$ cat src/tcc_defines.svh
`ifndef TCC_DEFINES_SVH
`define TCC_DEFINES_SVH

// register byte offsets
`define TCC_DIAL_OFF 8'h00
`define TCC_STATUS_OFF 8'h04
`define TCC_IRQ_STAT_OFF 8'h08
`define TCC_IRQ_MASK_OFF 8'h0c

// interrupt and status field positions
`define TCC_EV_PTD 0
`define TCC_EV_CONNECTED_INDICATOR 1
`define TCC_EV_IDLE 2
`define TCC_EV_RING 3
`define TCC_EV_DIAL_DONE 4
`define TCC_EV_W 5
`define TCC_ST_DIAL_BUSY 7
`define TCC_ST_MOTOR 8

// reset values and pulse count for digit 0
`define TCC_IRQ_MASK_RST 5'h00
`define TCC_DIAL_TEN 4'ha

// timebase
`define TCC_CLK_PERIOD_NS 100
`define TCC_TICK_NS 1000000

// intervals in ms
`define TCC_PTD_FILTER_MS 1
`define TCC_CONNECTED_INDICATOR_FILTER_MS 20
`define TCC_DIAL_BREAK_MS 60
`define TCC_DIAL_MAKE_MS 40
`define TCC_DIAL_CONTACT_MS 6
`define TCC_BUZZ_MS 2600
`define TCC_MOTOR_OFF_MS 575

`endif

$ cat src/tcc_pkg.sv
`default_nettype none
package tcc_pkg;

	typedef enum logic [6:0]
	{
		ST_IDLE = 7'h01,
		ST_ORIGINATE = 7'h02,
		ST_DIALING = 7'h04,
		ST_CONNECTED = 7'h08,
		ST_DISCONNECT = 7'h10,
		ST_LOCAL = 7'h20,
		ST_RINGING = 7'h40
	} state_type;

	typedef struct packed
	{
		logic pos;
		logic neg;
		logic mark;
	} line_type;

	typedef struct packed
	{
		logic originate;
		logic hangup_button_alt;
		logic offline_button_alt;
	} buttons_type;

endpackage
`default_nettype wire

$ cat src/telegraph_call_control.sv
// Notes on behaviour
// RQ1: ten pulses per second, contact briefly open
// RQ2: selector held marking while dial off rest
// RQ3: idle keeps motor and indicators off; motor stays on for MOTOR_MS ms after idle is entered
// RQ4: originate button applies loop shunt
// RQ5: line interruption lights dial lamp, latches shunt
// RQ6: pulse is 60 ms open, 40 ms mark
// RQ7: reversal to negative starts motor, connected lamp
// RQ8: connected traffic marks with current, spaces without
// RQ9: busy reversal then positive returns to idle
// RQ10: incoming reversal connects with shunt and motor
// RQ11: stop opens line until positive returns
// RQ12: remote disconnect returns idle the same way
// RQ13: local button, stop exits, originate calls
// RQ14: call in local buzzes 2.6 s then connects
// RQ15: filtered latches, 1 ms and 20 ms delays
// RQ16: selector follows line above half mark level
// RQ17: motor turn-off delayed 0.475 to 0.675 s
// RQ18: sampled inputs, intervals counted from ms tick
`timescale 1ns/100ps
`default_nettype none
`include "tcc_defines.svh"

module telegraph_call_control
	import tcc_pkg::*;
#(
	parameter int TICK_CYC = `TCC_TICK_NS / `TCC_CLK_PERIOD_NS,
	parameter int PTD_MS = `TCC_PTD_FILTER_MS,
	parameter int CONNECTED_INDICATOR_MS = `TCC_CONNECTED_INDICATOR_FILTER_MS,
	parameter int BREAK_MS = `TCC_DIAL_BREAK_MS,
	parameter int MAKE_MS = `TCC_DIAL_MAKE_MS,
	parameter int CONTACT_MS = `TCC_DIAL_CONTACT_MS,
	parameter int BUZZ_MS = `TCC_BUZZ_MS,
	parameter int MOTOR_MS = `TCC_MOTOR_OFF_MS
)
(
	// clock and reset
	input wire logic ref_clk_i,
	input wire logic rst_i,
	// apb slave
	input wire logic psel_i,
	input wire logic penable_i,
	input wire logic pwrite_i,
	input wire logic [7:0] paddr_i,
	input wire logic [31:0] pwdata_i,
	output logic [31:0] prdata_o,
	output logic pready_o,
	output logic pslverr_o,
	// loop line and operator controls
	input wire line_type line_i,
	input wire buttons_type buttons_i,
	input wire logic dial_offnormal_i,
	// loop drive
	output logic loop_shunt_o,
	output logic loop_open_o,
	output logic dial_contact_o,
	// indicators and set drive
	output logic dial_lamp_o,
	output logic connected_indicator_o,
	output logic local_lamp_o,
	output logic buzzer_o,
	output logic motor_o,
	output logic selector_driver_o,
	// interrupt
	output logic irq_o
);

	if (TICK_CYC < 2 || TICK_CYC > 65535 || PTD_MS < 1 || CONNECTED_INDICATOR_MS > 255 || PTD_MS > 255
		|| BREAK_MS < 1 || BREAK_MS > 255 || MAKE_MS < 1 || MAKE_MS > 255
		|| CONTACT_MS > BREAK_MS || BUZZ_MS > 4095 || MOTOR_MS > 4095)
	begin : g_bad
		$error("telegraph_call_control: parameter out of range");
	end

	state_type state_q;
	state_type state_d;
	logic [15:0] tick_cnt_q;
	logic tick_q;
	logic [2:0] cond;
	logic [7:0] filt_q [3];
	logic ptd_seen;
	logic neg_seen;
	logic pos_seen;
	logic [11:0] buzz_ms_q;
	logic motor_req;
	logic [11:0] off_ms_q;
	logic [3:0] dial_left_q;
	logic dial_make_q;
	logic [7:0] dial_ms_q;
	logic dial_busy;
	logic dial_done;
	logic apb_req;
	logic wr_fire;
	logic dial_wr;
	logic [`TCC_EV_W-1:0] ev;
	logic [`TCC_EV_W-1:0] irq_stat_q;
	logic [`TCC_EV_W-1:0] irq_mask_q;
	logic [31:0] rd_mux;
	logic rd_hit;

	// 1 ms timebase
	always_ff @(posedge ref_clk_i or posedge rst_i)
	begin
		if (rst_i)
		begin
			tick_cnt_q <= 16'h0000;
			tick_q <= 1'b0;
		end
		else if (tick_cnt_q == 16'(TICK_CYC - 1))
		begin
			tick_cnt_q <= 16'h0000;
			tick_q <= 1'b1; // RQ18
		end
		else
		begin
			tick_cnt_q <= tick_cnt_q + 16'h0001;
			tick_q <= 1'b0;
		end
	end

	// line noise filters: 0 open, 1 negative, 2 positive
	assign cond = {line_i.pos & ~line_i.neg, line_i.neg & ~line_i.pos, ~line_i.pos & ~line_i.neg};

	for (genvar g = 0; g < 3; g++)
	begin : g_filt
		always_ff @(posedge ref_clk_i or posedge rst_i)
		begin
			if (rst_i)
				filt_q[g] <= 8'h00;
			else if (!cond[g])
				filt_q[g] <= 8'h00;
			else if (tick_q && filt_q[g] != 8'hff)
				filt_q[g] <= filt_q[g] + 8'h01; // RQ15 RQ18
		end
	end

	assign ptd_seen = filt_q[0] >= 8'(PTD_MS);
	assign neg_seen = filt_q[1] >= 8'(CONNECTED_INDICATOR_MS);
	assign pos_seen = filt_q[2] >= 8'(CONNECTED_INDICATOR_MS);

	// call sequencing
	always_comb
	begin
		state_d = state_q;
		case (state_q)
			ST_IDLE:
			begin
				if (neg_seen)
					state_d = ST_CONNECTED; // RQ10
				else if (buttons_i.originate)
					state_d = ST_ORIGINATE; // RQ4
				else if (buttons_i.offline_button_alt)
					state_d = ST_LOCAL; // RQ13
			end
			ST_ORIGINATE:
			begin
				if (ptd_seen)
					state_d = ST_DIALING; // RQ5
				else if (!buttons_i.originate)
					state_d = ST_IDLE; // RQ4
			end
			ST_DIALING:
			begin
				if (neg_seen)
					state_d = ST_CONNECTED; // RQ7
				else if (buttons_i.hangup_button_alt)
					state_d = ST_IDLE;
			end
			ST_CONNECTED:
			begin
				if (pos_seen)
					state_d = ST_IDLE; // RQ9 RQ12
				else if (buttons_i.hangup_button_alt)
					state_d = ST_DISCONNECT; // RQ11
			end
			ST_DISCONNECT:
			begin
				if (pos_seen)
					state_d = ST_IDLE; // RQ11
			end
			ST_LOCAL:
			begin
				if (neg_seen)
					state_d = ST_RINGING; // RQ14
				else if (buttons_i.hangup_button_alt)
					state_d = ST_IDLE; // RQ13
				else if (buttons_i.originate)
					state_d = ST_ORIGINATE; // RQ13
			end
			ST_RINGING:
			begin
				if (buzz_ms_q == 12'(BUZZ_MS))
					state_d = ST_CONNECTED; // RQ14
			end
			default:
				state_d = ST_IDLE;
		endcase
	end

	always_ff @(posedge ref_clk_i or posedge rst_i)
	begin
		if (rst_i)
			state_q <= ST_IDLE;
		else
			state_q <= state_d;
	end

	// buzzer interval
	always_ff @(posedge ref_clk_i or posedge rst_i)
	begin
		if (rst_i)
			buzz_ms_q <= 12'h000;
		else if (state_q != ST_RINGING)
			buzz_ms_q <= 12'h000;
		else if (tick_q)
			buzz_ms_q <= buzz_ms_q + 12'h001; // RQ14
	end

	// motor with turn-off delay; lets the printing cycle finish
	assign motor_req = state_d inside {ST_CONNECTED, ST_DISCONNECT, ST_LOCAL, ST_RINGING};

	always_ff @(posedge ref_clk_i or posedge rst_i)
	begin
		if (rst_i)
		begin
			off_ms_q <= 12'h000;
			motor_o <= 1'b0;
		end
		else if (motor_req)
		begin
			off_ms_q <= 12'h000;
			motor_o <= 1'b1; // RQ7
		end
		else
		begin
			if (motor_o && tick_q)
				off_ms_q <= off_ms_q + 12'h001;
			motor_o <= motor_o && off_ms_q != 12'(MOTOR_MS); // RQ17 RQ3
		end
	end

	// dial pulse generator, digit written by software
	assign dial_busy = dial_left_q != 4'h0;
	assign dial_wr = wr_fire && paddr_i == `TCC_DIAL_OFF && !dial_busy
		&& state_q inside {ST_DIALING, ST_CONNECTED} && pwdata_i[3:0] <= `TCC_DIAL_TEN;
	assign dial_done = dial_busy && dial_make_q && tick_q && dial_ms_q == 8'(MAKE_MS - 1)
		&& dial_left_q == 4'h1;

	always_ff @(posedge ref_clk_i or posedge rst_i)
	begin
		if (rst_i)
		begin
			dial_left_q <= 4'h0;
			dial_make_q <= 1'b0;
			dial_ms_q <= 8'h00;
		end
		else if (dial_wr)
		begin
			dial_left_q <= pwdata_i[3:0] == 4'h0 ? `TCC_DIAL_TEN : pwdata_i[3:0];
			dial_make_q <= 1'b0;
			dial_ms_q <= 8'h00;
		end
		else if (!(state_q inside {ST_DIALING, ST_CONNECTED}))
			dial_left_q <= 4'h0; // call dropped mid digit
		else if (dial_busy && tick_q)
		begin
			if (!dial_make_q && dial_ms_q == 8'(BREAK_MS - 1))
			begin
				dial_make_q <= 1'b1; // RQ6
				dial_ms_q <= 8'h00;
			end
			else if (dial_make_q && dial_ms_q == 8'(MAKE_MS - 1))
			begin
				dial_make_q <= 1'b0; // RQ1 RQ6
				dial_ms_q <= 8'h00;
				dial_left_q <= dial_left_q - 4'h1;
			end
			else
				dial_ms_q <= dial_ms_q + 8'h01;
		end
	end

	// line and indicator drive
	always_ff @(posedge ref_clk_i or posedge rst_i)
	begin
		if (rst_i)
		begin
			loop_shunt_o <= 1'b0;
			loop_open_o <= 1'b0;
			dial_contact_o <= 1'b0;
			dial_lamp_o <= 1'b0;
			connected_indicator_o <= 1'b0;
			local_lamp_o <= 1'b0;
			buzzer_o <= 1'b0;
		end
		else
		begin
			loop_shunt_o <= state_d inside {ST_ORIGINATE, ST_DIALING, ST_CONNECTED}; // RQ4 RQ5 RQ8 RQ10
			loop_open_o <= state_d == ST_DISCONNECT || (dial_busy && !dial_make_q); // RQ6 RQ11
			dial_contact_o <= dial_busy && !dial_make_q && dial_ms_q < 8'(CONTACT_MS); // RQ1
			dial_lamp_o <= state_d == ST_DIALING; // RQ5
			connected_indicator_o <= state_d inside {ST_CONNECTED, ST_DISCONNECT}; // RQ7 RQ9
			local_lamp_o <= state_d == ST_LOCAL; // RQ13
			buzzer_o <= state_d == ST_RINGING; // RQ14
		end
	end

	// amplifying relay, blinded while dialing
	always_ff @(posedge ref_clk_i or posedge rst_i)
	begin
		if (rst_i)
			selector_driver_o <= 1'b1;
		else
			selector_driver_o <= dial_offnormal_i || dial_busy || line_i.mark; // RQ2 RQ16 RQ8
	end

	// apb slave: one wait state, write lands on the pready edge
	assign apb_req = psel_i && penable_i && !pready_o;
	assign wr_fire = psel_i && penable_i && pready_o && pwrite_i;

	always_comb
	begin
		rd_hit = 1'b1;
		rd_mux = 32'h0000_0000;
		case (paddr_i)
			`TCC_DIAL_OFF:
				rd_mux[3:0] = dial_left_q;
			`TCC_STATUS_OFF:
			begin
				rd_mux[6:0] = state_q;
				rd_mux[`TCC_ST_DIAL_BUSY] = dial_busy;
				rd_mux[`TCC_ST_MOTOR] = motor_o;
			end
			`TCC_IRQ_STAT_OFF:
				rd_mux[`TCC_EV_W-1:0] = irq_stat_q;
			`TCC_IRQ_MASK_OFF:
				rd_mux[`TCC_EV_W-1:0] = irq_mask_q;
			default:
				rd_hit = 1'b0;
		endcase
	end

	always_ff @(posedge ref_clk_i or posedge rst_i)
	begin
		if (rst_i)
		begin
			pready_o <= 1'b0;
			pslverr_o <= 1'b0;
			prdata_o <= 32'h0000_0000;
		end
		else
		begin
			pready_o <= apb_req;
			pslverr_o <= apb_req && !rd_hit;
			prdata_o <= (apb_req && !pwrite_i) ? rd_mux : 32'h0000_0000;
		end
	end

	// events; hardware set beats a same-cycle clear
	always_comb
	begin
		ev = '0;
		ev[`TCC_EV_PTD] = state_q != ST_DIALING && state_d == ST_DIALING;
		ev[`TCC_EV_CONNECTED_INDICATOR] = state_q != ST_CONNECTED && state_d == ST_CONNECTED;
		ev[`TCC_EV_IDLE] = state_q != ST_IDLE && state_d == ST_IDLE;
		ev[`TCC_EV_RING] = state_q != ST_RINGING && state_d == ST_RINGING;
		ev[`TCC_EV_DIAL_DONE] = dial_done;
	end

	always_ff @(posedge ref_clk_i or posedge rst_i)
	begin
		if (rst_i)
		begin
			irq_stat_q <= '0;
			irq_mask_q <= `TCC_IRQ_MASK_RST;
		end
		else
		begin
			if (wr_fire && paddr_i == `TCC_IRQ_STAT_OFF)
				irq_stat_q <= (irq_stat_q & ~pwdata_i[`TCC_EV_W-1:0]) | ev;
			else
				irq_stat_q <= irq_stat_q | ev;
			if (wr_fire && paddr_i == `TCC_IRQ_MASK_OFF)
				irq_mask_q <= pwdata_i[`TCC_EV_W-1:0];
		end
	end

	always_ff @(posedge ref_clk_i or posedge rst_i)
	begin
		if (rst_i)
			irq_o <= 1'b0;
		else
			irq_o <= |((irq_stat_q | ev) & irq_mask_q);
	end
endmodule
`default_nettype wire

$ cat config.mk
export PLATFORM = sky130hd
export DESIGN_NAME = telegraph_call_control
export DESIGN_NICKNAME = d
export VERILOG_FILES = /design/src/tcc_pkg.sv /design/src/telegraph_call_control.sv
export VERILOG_INCLUDE_DIRS = /design/src
export SDC_FILE = /design/constraint.sdc
export NUM_CORES = 1
export LEC_CHECK = 0
export BUFFER_PORTS_ARGS = -buffer_cell sky130_fd_sc_hd__buf_4
export CORE_AREA = 4 4 136 138
export CTS_CLUSTER_DIAMETER = 50
export DETAILED_ROUTE_END_ITERATION = 8
export DIE_AREA = 0 0 140 142
export GPL_TIMING_DRIVEN = 0
export PLACE_DENSITY_LB_ADDON = 0.3
export SYNTH_ARGS = -nofsm -noshare
export SYNTH_HDL_FRONTEND = slang
export SYNTH_SLANG_ARGS = --single-unit
$ cat constraint.sdc
create_clock -name ref_clk_i -period 6.4 [get_ports ref_clk_i]
set_input_delay 1.6 -clock ref_clk_i [delete_from_list [all_inputs] [get_ports ref_clk_i]]
set_output_delay 1.6 -clock ref_clk_i [all_outputs]
set_load 0.005 [all_outputs]
==> results of run 1 <==
[metrics by stage]
stage,std cells,area (um2),hold WS [ns]
after floorplan,688,6420,0.443
after global placement,956,7030,0.462
after detailed placement,957,7060,0.471
after CTS,989,7680,0.482
after global routing,989,7690,0.506
final,989,7690,0.479
[path summary, 6_finish.rpt]
kind,from,to,depth (start not counted)
max,paddr_i[1],dial_left_q[1]$_DFFE_PP0P_,6
min,pready_o$_DFF_PP0_,pready_o$_DFF_PP0_,1
max reg2reg,filt_q[10]$_DFFE_PP0P_,loop_open_o$_DFF_PP0_,6
min reg2reg,pready_o$_DFF_PP0_,pready_o$_DFF_PP0_,1
max in group asynchronous,rst_i,state_q[0]$_DFF_PP1_,3
min in group asynchronous,rst_i,filt_q[17]$_DFFE_PP0P_,2
[state kept, by name, summed over array words and instances, names as in the netlist, 4 cells and up]
register and count:
buzz_ms_q 12, prdata_o 9, off_ms_q 12, irq_mask_q 5, dial_ms_q 8, irq_stat_q 5
dial_left_q 4, state_q 7, filt_q 24, tick_cnt_q 16
[kinds of logic after synthesis]
kind of cell	share of synthesized area [%]
buf+inv	5.94
other cells	0.0591
simple gates	26.7
xor+xnor	8.15
mux	2.57
fa+ha+maj	2.76
compound gates	8.03
flops	45.8
[placed cells by master, fill, tap and decap left out, types with 4 or more instances in the layout]
cell type / count
a31oi_1: 4
conb_1: 23
o311ai_0: 5
buf_1: 4
or4_1: 4
nand3_1: 37
mux4_2: 4
o22ai_1: 4
nand3b_1: 6
nor2b_1: 9
nand2_1: 53
mux2i_1: 5
dfrtp_1: 114
or3_1: 8
buf_2: 7
ha_1: 14
inv_1: 27
and3_1: 10
a211oi_1: 6
a22oi_1: 4
nor4b_1: 7
clkbuf_1: 6
and4_1: 6
o21ai_0: 23
nor3_1: 36
nand2b_1: 8
clkbuf_16: 17
xor2_1: 38
nor4_1: 6
a21oi_1: 17
nor2_1: 77
nand4_1: 19
nor3b_1: 5
xnor2_1: 21
buf_4: 67
[layer usage]
layer	up-vias	GRT usage [%]	wire [um]
met2	120	22.3	6350
met4	0	5.20	240
met3	15	3.93	724
li1	2484	-	-
met5	-	0	0
met1	2395	20.4	6670
[cell type report]
type                       instances  share of cell area (%)
buffer                            42                    3.53
clock buffer                      21                    6.12
clock inverter                    11                    1.95
inverter                          28                    1.43
multi-input combinational        502                    41.0
sequential                       116                    37.8
tap                              225                    3.66
timing repair buffer              44                    4.56
[where the power goes]
part           leakage [nW]  total, mW  switching, mW  internal, mW
logic                  1.59      0.266          0.136         0.130
clock network         0.300      0.986          0.342         0.645
registers              1.52      0.840         0.0544         0.786
total                  3.41       2.09          0.532          1.56
==> flow_metrics.env, run 1 <==
export IMPL_vias=5014
export IMPL_start_kind="input pin"
export IMPL_ys_flop_type="dfrtp_1"
export IMPL_rsz0062_at_grt="false"
export IMPL_fp_dieW_um=140
export IMPL_cts_resized=0
export IMPL_dp_hpwl_mm=10.0
export IMPL_status="finished, final reports clean"
export IMPL_drive_gt1_share_pct=17.1
export IMPL_chipHeight_um=142
export IMPL_cp_arrival_ns=3.51
export IMPL_synth_distinct_cells=64
export IMPL_final_core_util_pct=44.8
export IMPL_worstPathRequired_ns=6.69
export IMPL_worst_pin_slew_ns=0.922
export IMPL_cap_violations=0
export IMPL_synth_seq_cells=116
export IMPL_cp_top_family="simple AND/OR/NAND/NOR gates"
export IMPL_hp_class="reg2reg"
export IMPL_design_power_total_mw=2.09
export IMPL_first_pass_iters=5
export IMPL_finalHoldViolCount=0
export IMPL_setup_viol=0
export IMPL_crit_path_cell_trace="buf_4, or4_4, nor4_2, and4_1, buf_4, mux2_2"
export IMPL_syn_area_um2=6340
export IMPL_timing_fmax_mhz=311
export IMPL_io_pins=96
export IMPL_nFillCells=1672
export IMPL_initial_core_util_pct=36.9
export IMPL_leakage_nw=3.41
export IMPL_path_class="in2reg"
export IMPL_avgViaCountPerCell=5.07
export IMPL_synthArstFlopShare_pct=100
export IMPL_ys_warnings_count=0
export IMPL_grt_max_degree=77
export IMPL_path_buf_inv=2
export IMPL_io_buffers=43
export IMPL_clkTransAtPathRegs_ns=0.05
export IMPL_final_nets=817
export IMPL_gp_congestion=0.830
export IMPL_vdd_drop_max_mv=0.179
export IMPL_synth_most_common_cell="dfrtp_1"
export IMPL_dp_slack_ns=2.76
export IMPL_powerDensity_nw_per_um2=272
export IMPL_worst_r2r_setup_slack_ns=3.97
export IMPL_cts_buffers=17
export IMPL_slowest_delay_ns=0.55
export IMPL_tns_ns=0
export IMPL_worst_slack_ns=3.18
export IMPL_critPathSlowestCell="or4_4"
export IMPL_die_area_um2=19900
export IMPL_cts_tree="done"
export IMPL_grt_overflow=0
export IMPL_period_needed_ns=3.22
export IMPL_wl_per_cell_um=14.1
export IMPL_cp_end_kind="register"
export IMPL_netlist_instances=666
export IMPL_syn_to_final_growth_pct=21.2
export IMPL_drt_iter0_drc=260
export IMPL_wirelength_mm=14.0
export IMPL_antennaDiodeCount=0
export IMPL_htree_levels=4
export IMPL_grt_pass1_vias=4903
export IMPL_crit_fanout=10
export IMPL_root_buffer="clkbuf_16"
export IMPL_drc=0
export IMPL_clk_latency_ns=0.41
export IMPL_post_cts_buffers=0
export IMPL_synthTopCellsByArea="dfrtp_1 45%, xor2_1 5.2%, nor2_1 4.6%, nand2_1 3.1%, nand3_1 2.9%"
export IMPL_avgSynthCellArea_um2=9.52
export IMPL_finalCritPeriodShare_pct=50.3
export IMPL_coreArea_um2=17200
export IMPL_grt_pass1_wl_mm=24.0
export IMPL_netlist_area_leader_share_pct=45.0
export IMPL_register_area_um2=2910
export IMPL_synth_top_area_cell="dfrtp_1"
export IMPL_synth_commonest_cells="114 x dfrtp_1, 77 x nor2_1, 53 x nand2_1"
export IMPL_multiInputGateArea_um2=3150
export IMPL_finalMaxSlewViolations=0
export IMPL_postRouteAntennaNets=0
export IMPL_fin_skew_ns=0.0112
export IMPL_grtUsageTotal_pct=14.7
export IMPL_clockBufferDepth=2
export IMPL_clock_sinks=116
export IMPL_relSlewSlack_pct=38.1
export IMPL_synth_seq_area_share_pct=45.8
export IMPL_synth_edff_count=0
export IMPL_num_rows=48
export IMPL_cpMostUsedCell="buf_4"
export IMPL_antenna_found_initial=0
export IMPL_cts_hold_buf=0
Note: power is estimated with default switching activity, not from simulation.
==> run 2, diff against run 1 <==
- clock period: 6.4 -> 3.25 ns (I/O delays scaled with it)
==> flow_metrics.env, run 2 (same netlist as run 1, synthesis figures left out) <==
export IMPL_avgViaCountPerCell=5.06
export IMPL_multiInputGateArea_um2=3140
export IMPL_first_pass_iters=4
export IMPL_netSwitchingFraction_pct=25.2
export IMPL_cp_top_family="simple AND/OR/NAND/NOR gates"
export IMPL_clkTransAtPathRegs_ns=0.06
export IMPL_regMostFlops="filt_q"
export IMPL_vias=5014
export IMPL_finalCritPeriodShare_pct=77.2
export IMPL_htree_levels=4
export IMPL_dp_slack_ns=0.358
export IMPL_finalMaxSlewViolations=0
export IMPL_seqPwrFrac_pct=41.2
export IMPL_initial_core_util_pct=36.9
export IMPL_grt_pass1_wl_mm=23.7
export IMPL_vdd_drop_max_mv=0.297
export IMPL_cp_arrival_ns=2.81
export IMPL_io_pins=96
export IMPL_critPathSlowestCell="nor4_1"
export IMPL_rr_worst_depth=6
export IMPL_crit_path_cell_trace="ha_1, nand4bb_1, nor4_1, o311ai_0, a22oi_1, nor2_1"
export IMPL_grt_pass1_vias=4851
export IMPL_p_comb_share_pct=13.3
export IMPL_grt_max_degree=42
export IMPL_syn_to_final_growth_pct=21.1
export IMPL_drive_gt1_share_pct=17.1
export IMPL_cp_end_kind="register"
export IMPL_worstReg2RegEnd="dial_ms_q[4]$_DFFE_PP0P_"
export IMPL_io_buffers=43
export IMPL_die_area_um2=19900
export IMPL_worstPathRequired_ns=3.55
export IMPL_cts_tree="done"
export IMPL_layout_commonest_cell="dfrtp_1"
export IMPL_period_needed_ns=2.51
export IMPL_layout_common_cells="114 x dfrtp_1, 77 x nor2_1, 67 x buf_4, 53 x nand2_1, 38 x xor2_1"
export IMPL_whs_ns=0.435
export IMPL_p_clk_share_pct=45.5
export IMPL_cts_resized=0
export IMPL_chipHeight_um=142
export IMPL_powerDensity_nw_per_um2=523
export IMPL_dp_hpwl_mm=10.1
export IMPL_antennaDiodeCount=0
export IMPL_fin_cells=990
export IMPL_cap_violations=0
export IMPL_slowest_delay_ns=1.07
export IMPL_setup_viol=0
export IMPL_leakage_nw=3.40
export IMPL_wirelength_mm=14.0
export IMPL_crit_fanout=8
export IMPL_clk_latency_ns=0.41
export IMPL_p_sw_mw=1.01
export IMPL_top_regs="filt_q x24, tick_cnt_q x16"
export IMPL_cts_buffers=17
export IMPL_wl_per_cell_um=14.2
export IMPL_grtUsageTotal_pct=14.5
export IMPL_cts_hold_buf=0
export IMPL_nFillCells=1685
export IMPL_fp_dieW_um=140
export IMPL_largest_reg_flops=24
export IMPL_post_cts_buffers=0
export IMPL_num_rows=48
export IMPL_antenna_found_initial=0
export IMPL_start_kind="register"
export IMPL_worst_r2r_setup_slack_ns=0.74
export IMPL_final_nets=819
export IMPL_drt_iter0_drc=241
export IMPL_p_int_mw=3.01
export IMPL_gp_congestion=0.847
export IMPL_hp_class="in2async"
export IMPL_worst_slack_ns=0.742
export IMPL_clockBufferDepth=2
export IMPL_relSlewSlack_pct=5.82
export IMPL_tns_ns=0
export IMPL_rr_startpoint="dial_ms_q[1]$_DFFE_PP0P_"
export IMPL_status="finished, final reports clean"
export IMPL_coreArea_um2=17200
export IMPL_path_buf_inv=0
export IMPL_grt_overflow=0
export IMPL_timing_fmax_mhz=399
export IMPL_postRouteAntennaNets=0
export IMPL_root_buffer="clkbuf_16"
export IMPL_clock_sinks=116
export IMPL_rsz0062_at_grt="false"
export IMPL_finalHoldViolCount=0
export IMPL_fin_skew_ns=0.00873
export IMPL_register_area_um2=2910
export IMPL_dp_cells=959
export IMPL_worst_pin_slew_ns=1.40
export IMPL_drc=0
export IMPL_path_class="reg2reg"
run 2: worst reg2reg max path: stages, from the launching register on:
cell and delay, ns:
dfrtp_1 0.39, ha_1 0.25, nand4bb_1 0.11, nor4_1 1.07, o311ai_0 0.28, a22oi_1 0.24, nor2_1 0.06
run 2: worst max-delay path by stage:
stage	from	endpoint	slack (ns)	cells past startpoint
after floorplan	paddr_i[1]	dial_left_q[1]$_DFFE_PP0P_	0.75	5
after global placement	rst_i	off_ms_q[4]$_DFFE_PP0P_	0.16	2
after detailed placement	paddr_i[1]	dial_left_q[1]$_DFFE_PP0P_	0.36	6
after CTS	dial_left_q[0]$_DFFE_PP0P_	dial_ms_q[2]$_DFFE_PP0P_	0.70	7
after global routing	dial_left_q[1]$_DFFE_PP0P_	dial_ms_q[4]$_DFFE_PP0P_	0.54	7
final	dial_ms_q[1]$_DFFE_PP0P_	dial_ms_q[4]$_DFFE_PP0P_	0.74	6
run 2: layout make-up:
class | count | share of cell area, %
inverters | 28 | 1.42
clock inverters | 9 | 1.34
clock buffers | 22 | 6.31
repair buffers | 46 | 4.99
plain buffers | 42 | 3.54
well taps | 225 | 3.67
flip-flops and latches | 116 | 37.8
multi-input cells | 502 | 40.9
run 2: routing by layer:
layer,global-route usage (%),wire (um),up-vias
li1,-,-,2481
met1,19.7,6580,2401
met2,22.3,6480,113
met3,3.53,660,19
met4,6.37,291,0
met5,0,0,-
run 2: metrics by stage:
stage | power (mW) | util (%) | cell area [um2]
2_1_floorplan | 2.04 | - | 6430
3_3_place_gp | 2.20 | 40.9 | 7030
3_5_place_dp | 2.21 | 41.3 | 7090
4_1_cts | 4.06 | 44.7 | 7680
5_1_grt | 4.20 | 44.7 | 7680
6_report | 4.02 | 44.7 | 7680
run 2: power groups by stage:
stage	registers [mW]	logic, mW	clock network (mW)
floorplan	1.65	0.388	0
global placement	1.68	0.518	0
detailed placement	1.68	0.532	0
CTS	1.65	0.537	1.87
global route	1.67	0.599	1.93
finish	1.66	0.533	1.83
==> run 3, diff against run 2 <==
- clock period: 3.25 -> 2 ns (I/O delays scaled with it)
==> flow_metrics.env, run 3 (same netlist as run 1, synthesis figures left out) <==
export IMPL_status="complete, but fails checks"
export IMPL_violations="negative setup slack"
export IMPL_cts_buffers=17
export IMPL_relSlewSlack_pct=55.0
export IMPL_cp_arrival_ns=2.42
export IMPL_drive_gt1_share_pct=27.0
export IMPL_io_buffers=43
export IMPL_postRouteAntennaNets=0
export IMPL_vdd_drop_max_mv=0.702
export IMPL_worstReg2RegEnd="motor_o$_DFF_PP0_"
export IMPL_nFillCells=1602
export IMPL_powerDensity_nw_per_um2=847
export IMPL_fp_dieW_um=140
export IMPL_leakage_nw=3.71
export IMPL_layout_commonest_cell="dfrtp_1"
export IMPL_drc=0
export IMPL_grt_overflow=0
export IMPL_vias=5141
export IMPL_top_regs="filt_q x24, tick_cnt_q x16"
export IMPL_clockBufferDepth=2
export IMPL_cap_violations=0
export IMPL_cts_tree="done"
export IMPL_start_kind="register"
export IMPL_wirelength_mm=14.9
export IMPL_clock_sinks=116
export IMPL_avgViaCountPerCell=5.03
export IMPL_rsz0062_at_grt="true"
export IMPL_syn_to_final_growth_pct=31.6
export IMPL_io_pins=96
export IMPL_wl_per_cell_um=14.5
export IMPL_rr_worst_depth=6
export IMPL_htree_levels=4
export IMPL_drt_iter0_drc=382
export IMPL_tns_ns=-0.771
export IMPL_grtUsageTotal_pct=15.3
export IMPL_first_pass_iters=7
export IMPL_layout_common_cells="112 x dfrtp_1, 98 x buf_4, 74 x nor2_1, 53 x nand2_1, 37 x xor2_1"
export IMPL_grt_pass1_vias=5011
export IMPL_clk_latency_ns=0.42
export IMPL_finalMaxSlewViolations=0
export IMPL_hp_class="in2async"
export IMPL_coreArea_um2=17200
export IMPL_worst_pin_slew_ns=0.670
export IMPL_worstPathRequired_ns=2.29
export IMPL_grt_max_degree=42
export IMPL_dp_hpwl_mm=10.3
export IMPL_timing_fmax_mhz=469
export IMPL_finalCritPeriodShare_pct=107
export IMPL_crit_fanout=10
export IMPL_rr_startpoint="state_q[0]$_DFF_PP1_"
export IMPL_initial_core_util_pct=36.9
export IMPL_gp_congestion=0.851
export IMPL_chipHeight_um=142
export IMPL_final_core_util_pct=48.6
export IMPL_cp_end_kind="register"
export IMPL_setup_viol=15
export IMPL_clkTransAtPathRegs_ns=0.06
export IMPL_fin_skew_ns=0.0123
export IMPL_worst_slack_ns=-0.133
export IMPL_cts_hold_buf=0
export IMPL_num_rows=48
export IMPL_antennaDiodeCount=0
export IMPL_path_class="reg2reg"
export IMPL_grt_pass1_wl_mm=24.6
export IMPL_period_needed_ns=2.13
export IMPL_root_buffer="clkbuf_16"
export IMPL_finalHoldViolCount=0
export IMPL_final_nets=850
export IMPL_die_area_um2=19900
export IMPL_regMostFlops="filt_q"
export IMPL_antenna_found_initial=0
export IMPL_largest_reg_flops=24
export IMPL_worst_r2r_setup_slack_ns=-0.13
-- run 3: cell count changes in the layout (fill, tap and decap cells not counted), moves of 4 or more --
| cell | previous run | this run |
|---|---|---|
| inv_2 | 0 | 5 |
| nor4_4 | 0 | 5 |
| nor3_1 | 36 | 18 |
| buf_4 | 67 | 98 |
| ha_1 | 14 | 10 |
| nor3_2 | 0 | 17 |
| inv_1 | 27 | 22 |
-- run 3: per-layer routing --
metal	share of wire, %	track usage (%)	up-vias
li1	-	-	2547
met1	46	20.2	2428
met2	47	24.0	142
met3	5.4	4.23	24
met4	2.0	5.86	0
met5	0	0	-
-- run 3: cell type report --
class | count | area, um2 | share of cell area, %
multi-input cells | 502 | 3460 | 41.4
flip-flops and latches | 116 | 2910 | 34.9
well taps | 225 | 282 | 3.37
repair buffers | 78 | 644 | 7.72
inverters | 28 | 109 | 1.30
clock inverters | 12 | 178 | 2.13
plain buffers | 41 | 298 | 3.57
clock buffers | 20 | 467 | 5.59
-- run 3: worst max-delay path, cell delays in order (launching register included) --
cell	delay (ns)
dfstp_2	0.59
buf_4	0.19
nor3_1	0.08
nand3_1	0.19
nor3_2	0.09
or3_4	0.45
or3_1	0.39
-- run 3: what timing repair did --
item,CTS,global route
endpoints found under the setup margin,33,52
buffers inserted,15,16
resized for setup,34,35
cloned,0,1
pin swaps,7,14
hold endpoints to repair,0,0
-- run 3: report_power, final --
part           switching (mW)  leakage [nW]  internal (mW)
Combinational           0.532          1.89          0.564
Clock                    1.08         0.304           2.18
Sequential              0.188          1.51           2.52
Total                    1.80          3.71           5.26
-- run 3: how the worst max path moves through the flow --
stage,startpoint,cells after the start,slack (ns),to
after floorplan,paddr_i[4],4,-0.12,prdata_o[5]$_DFF_PP0_
after global placement,rst_i,2,-0.75,dial_contact_o$_DFF_PP0_
after CTS,buzz_ms_q[1]$_DFFE_PP0P_,7,-0.11,motor_o$_DFF_PP0_
after detailed placement,dial_left_q[1]$_DFFE_PP0P_,7,-0.35,dial_ms_q[4]$_DFFE_PP0P_
final,state_q[0]$_DFF_PP1_,6,-0.13,motor_o$_DFF_PP0_
after global routing,state_q[0]$_DFF_PP1_,6,-0.17,motor_o$_DFF_PP0_
-- run 3: metrics by stage --
stage	power [mW]	setup slack, ns	instances	hold WS, ns	cell area [um2]
3_5_place_dp	3.60	-0.352	959	0.463	7160
5_1_grt	7.37	-0.170	1022	0.0616	8340
6_report	7.06	-0.133	1022	0.0507	8340
2_1_floorplan	3.32	-0.122	688	0.443	6490
4_1_cts	6.97	-0.115	1005	0.0422	8060
3_3_place_gp	3.58	-0.752	956	0.465	7100
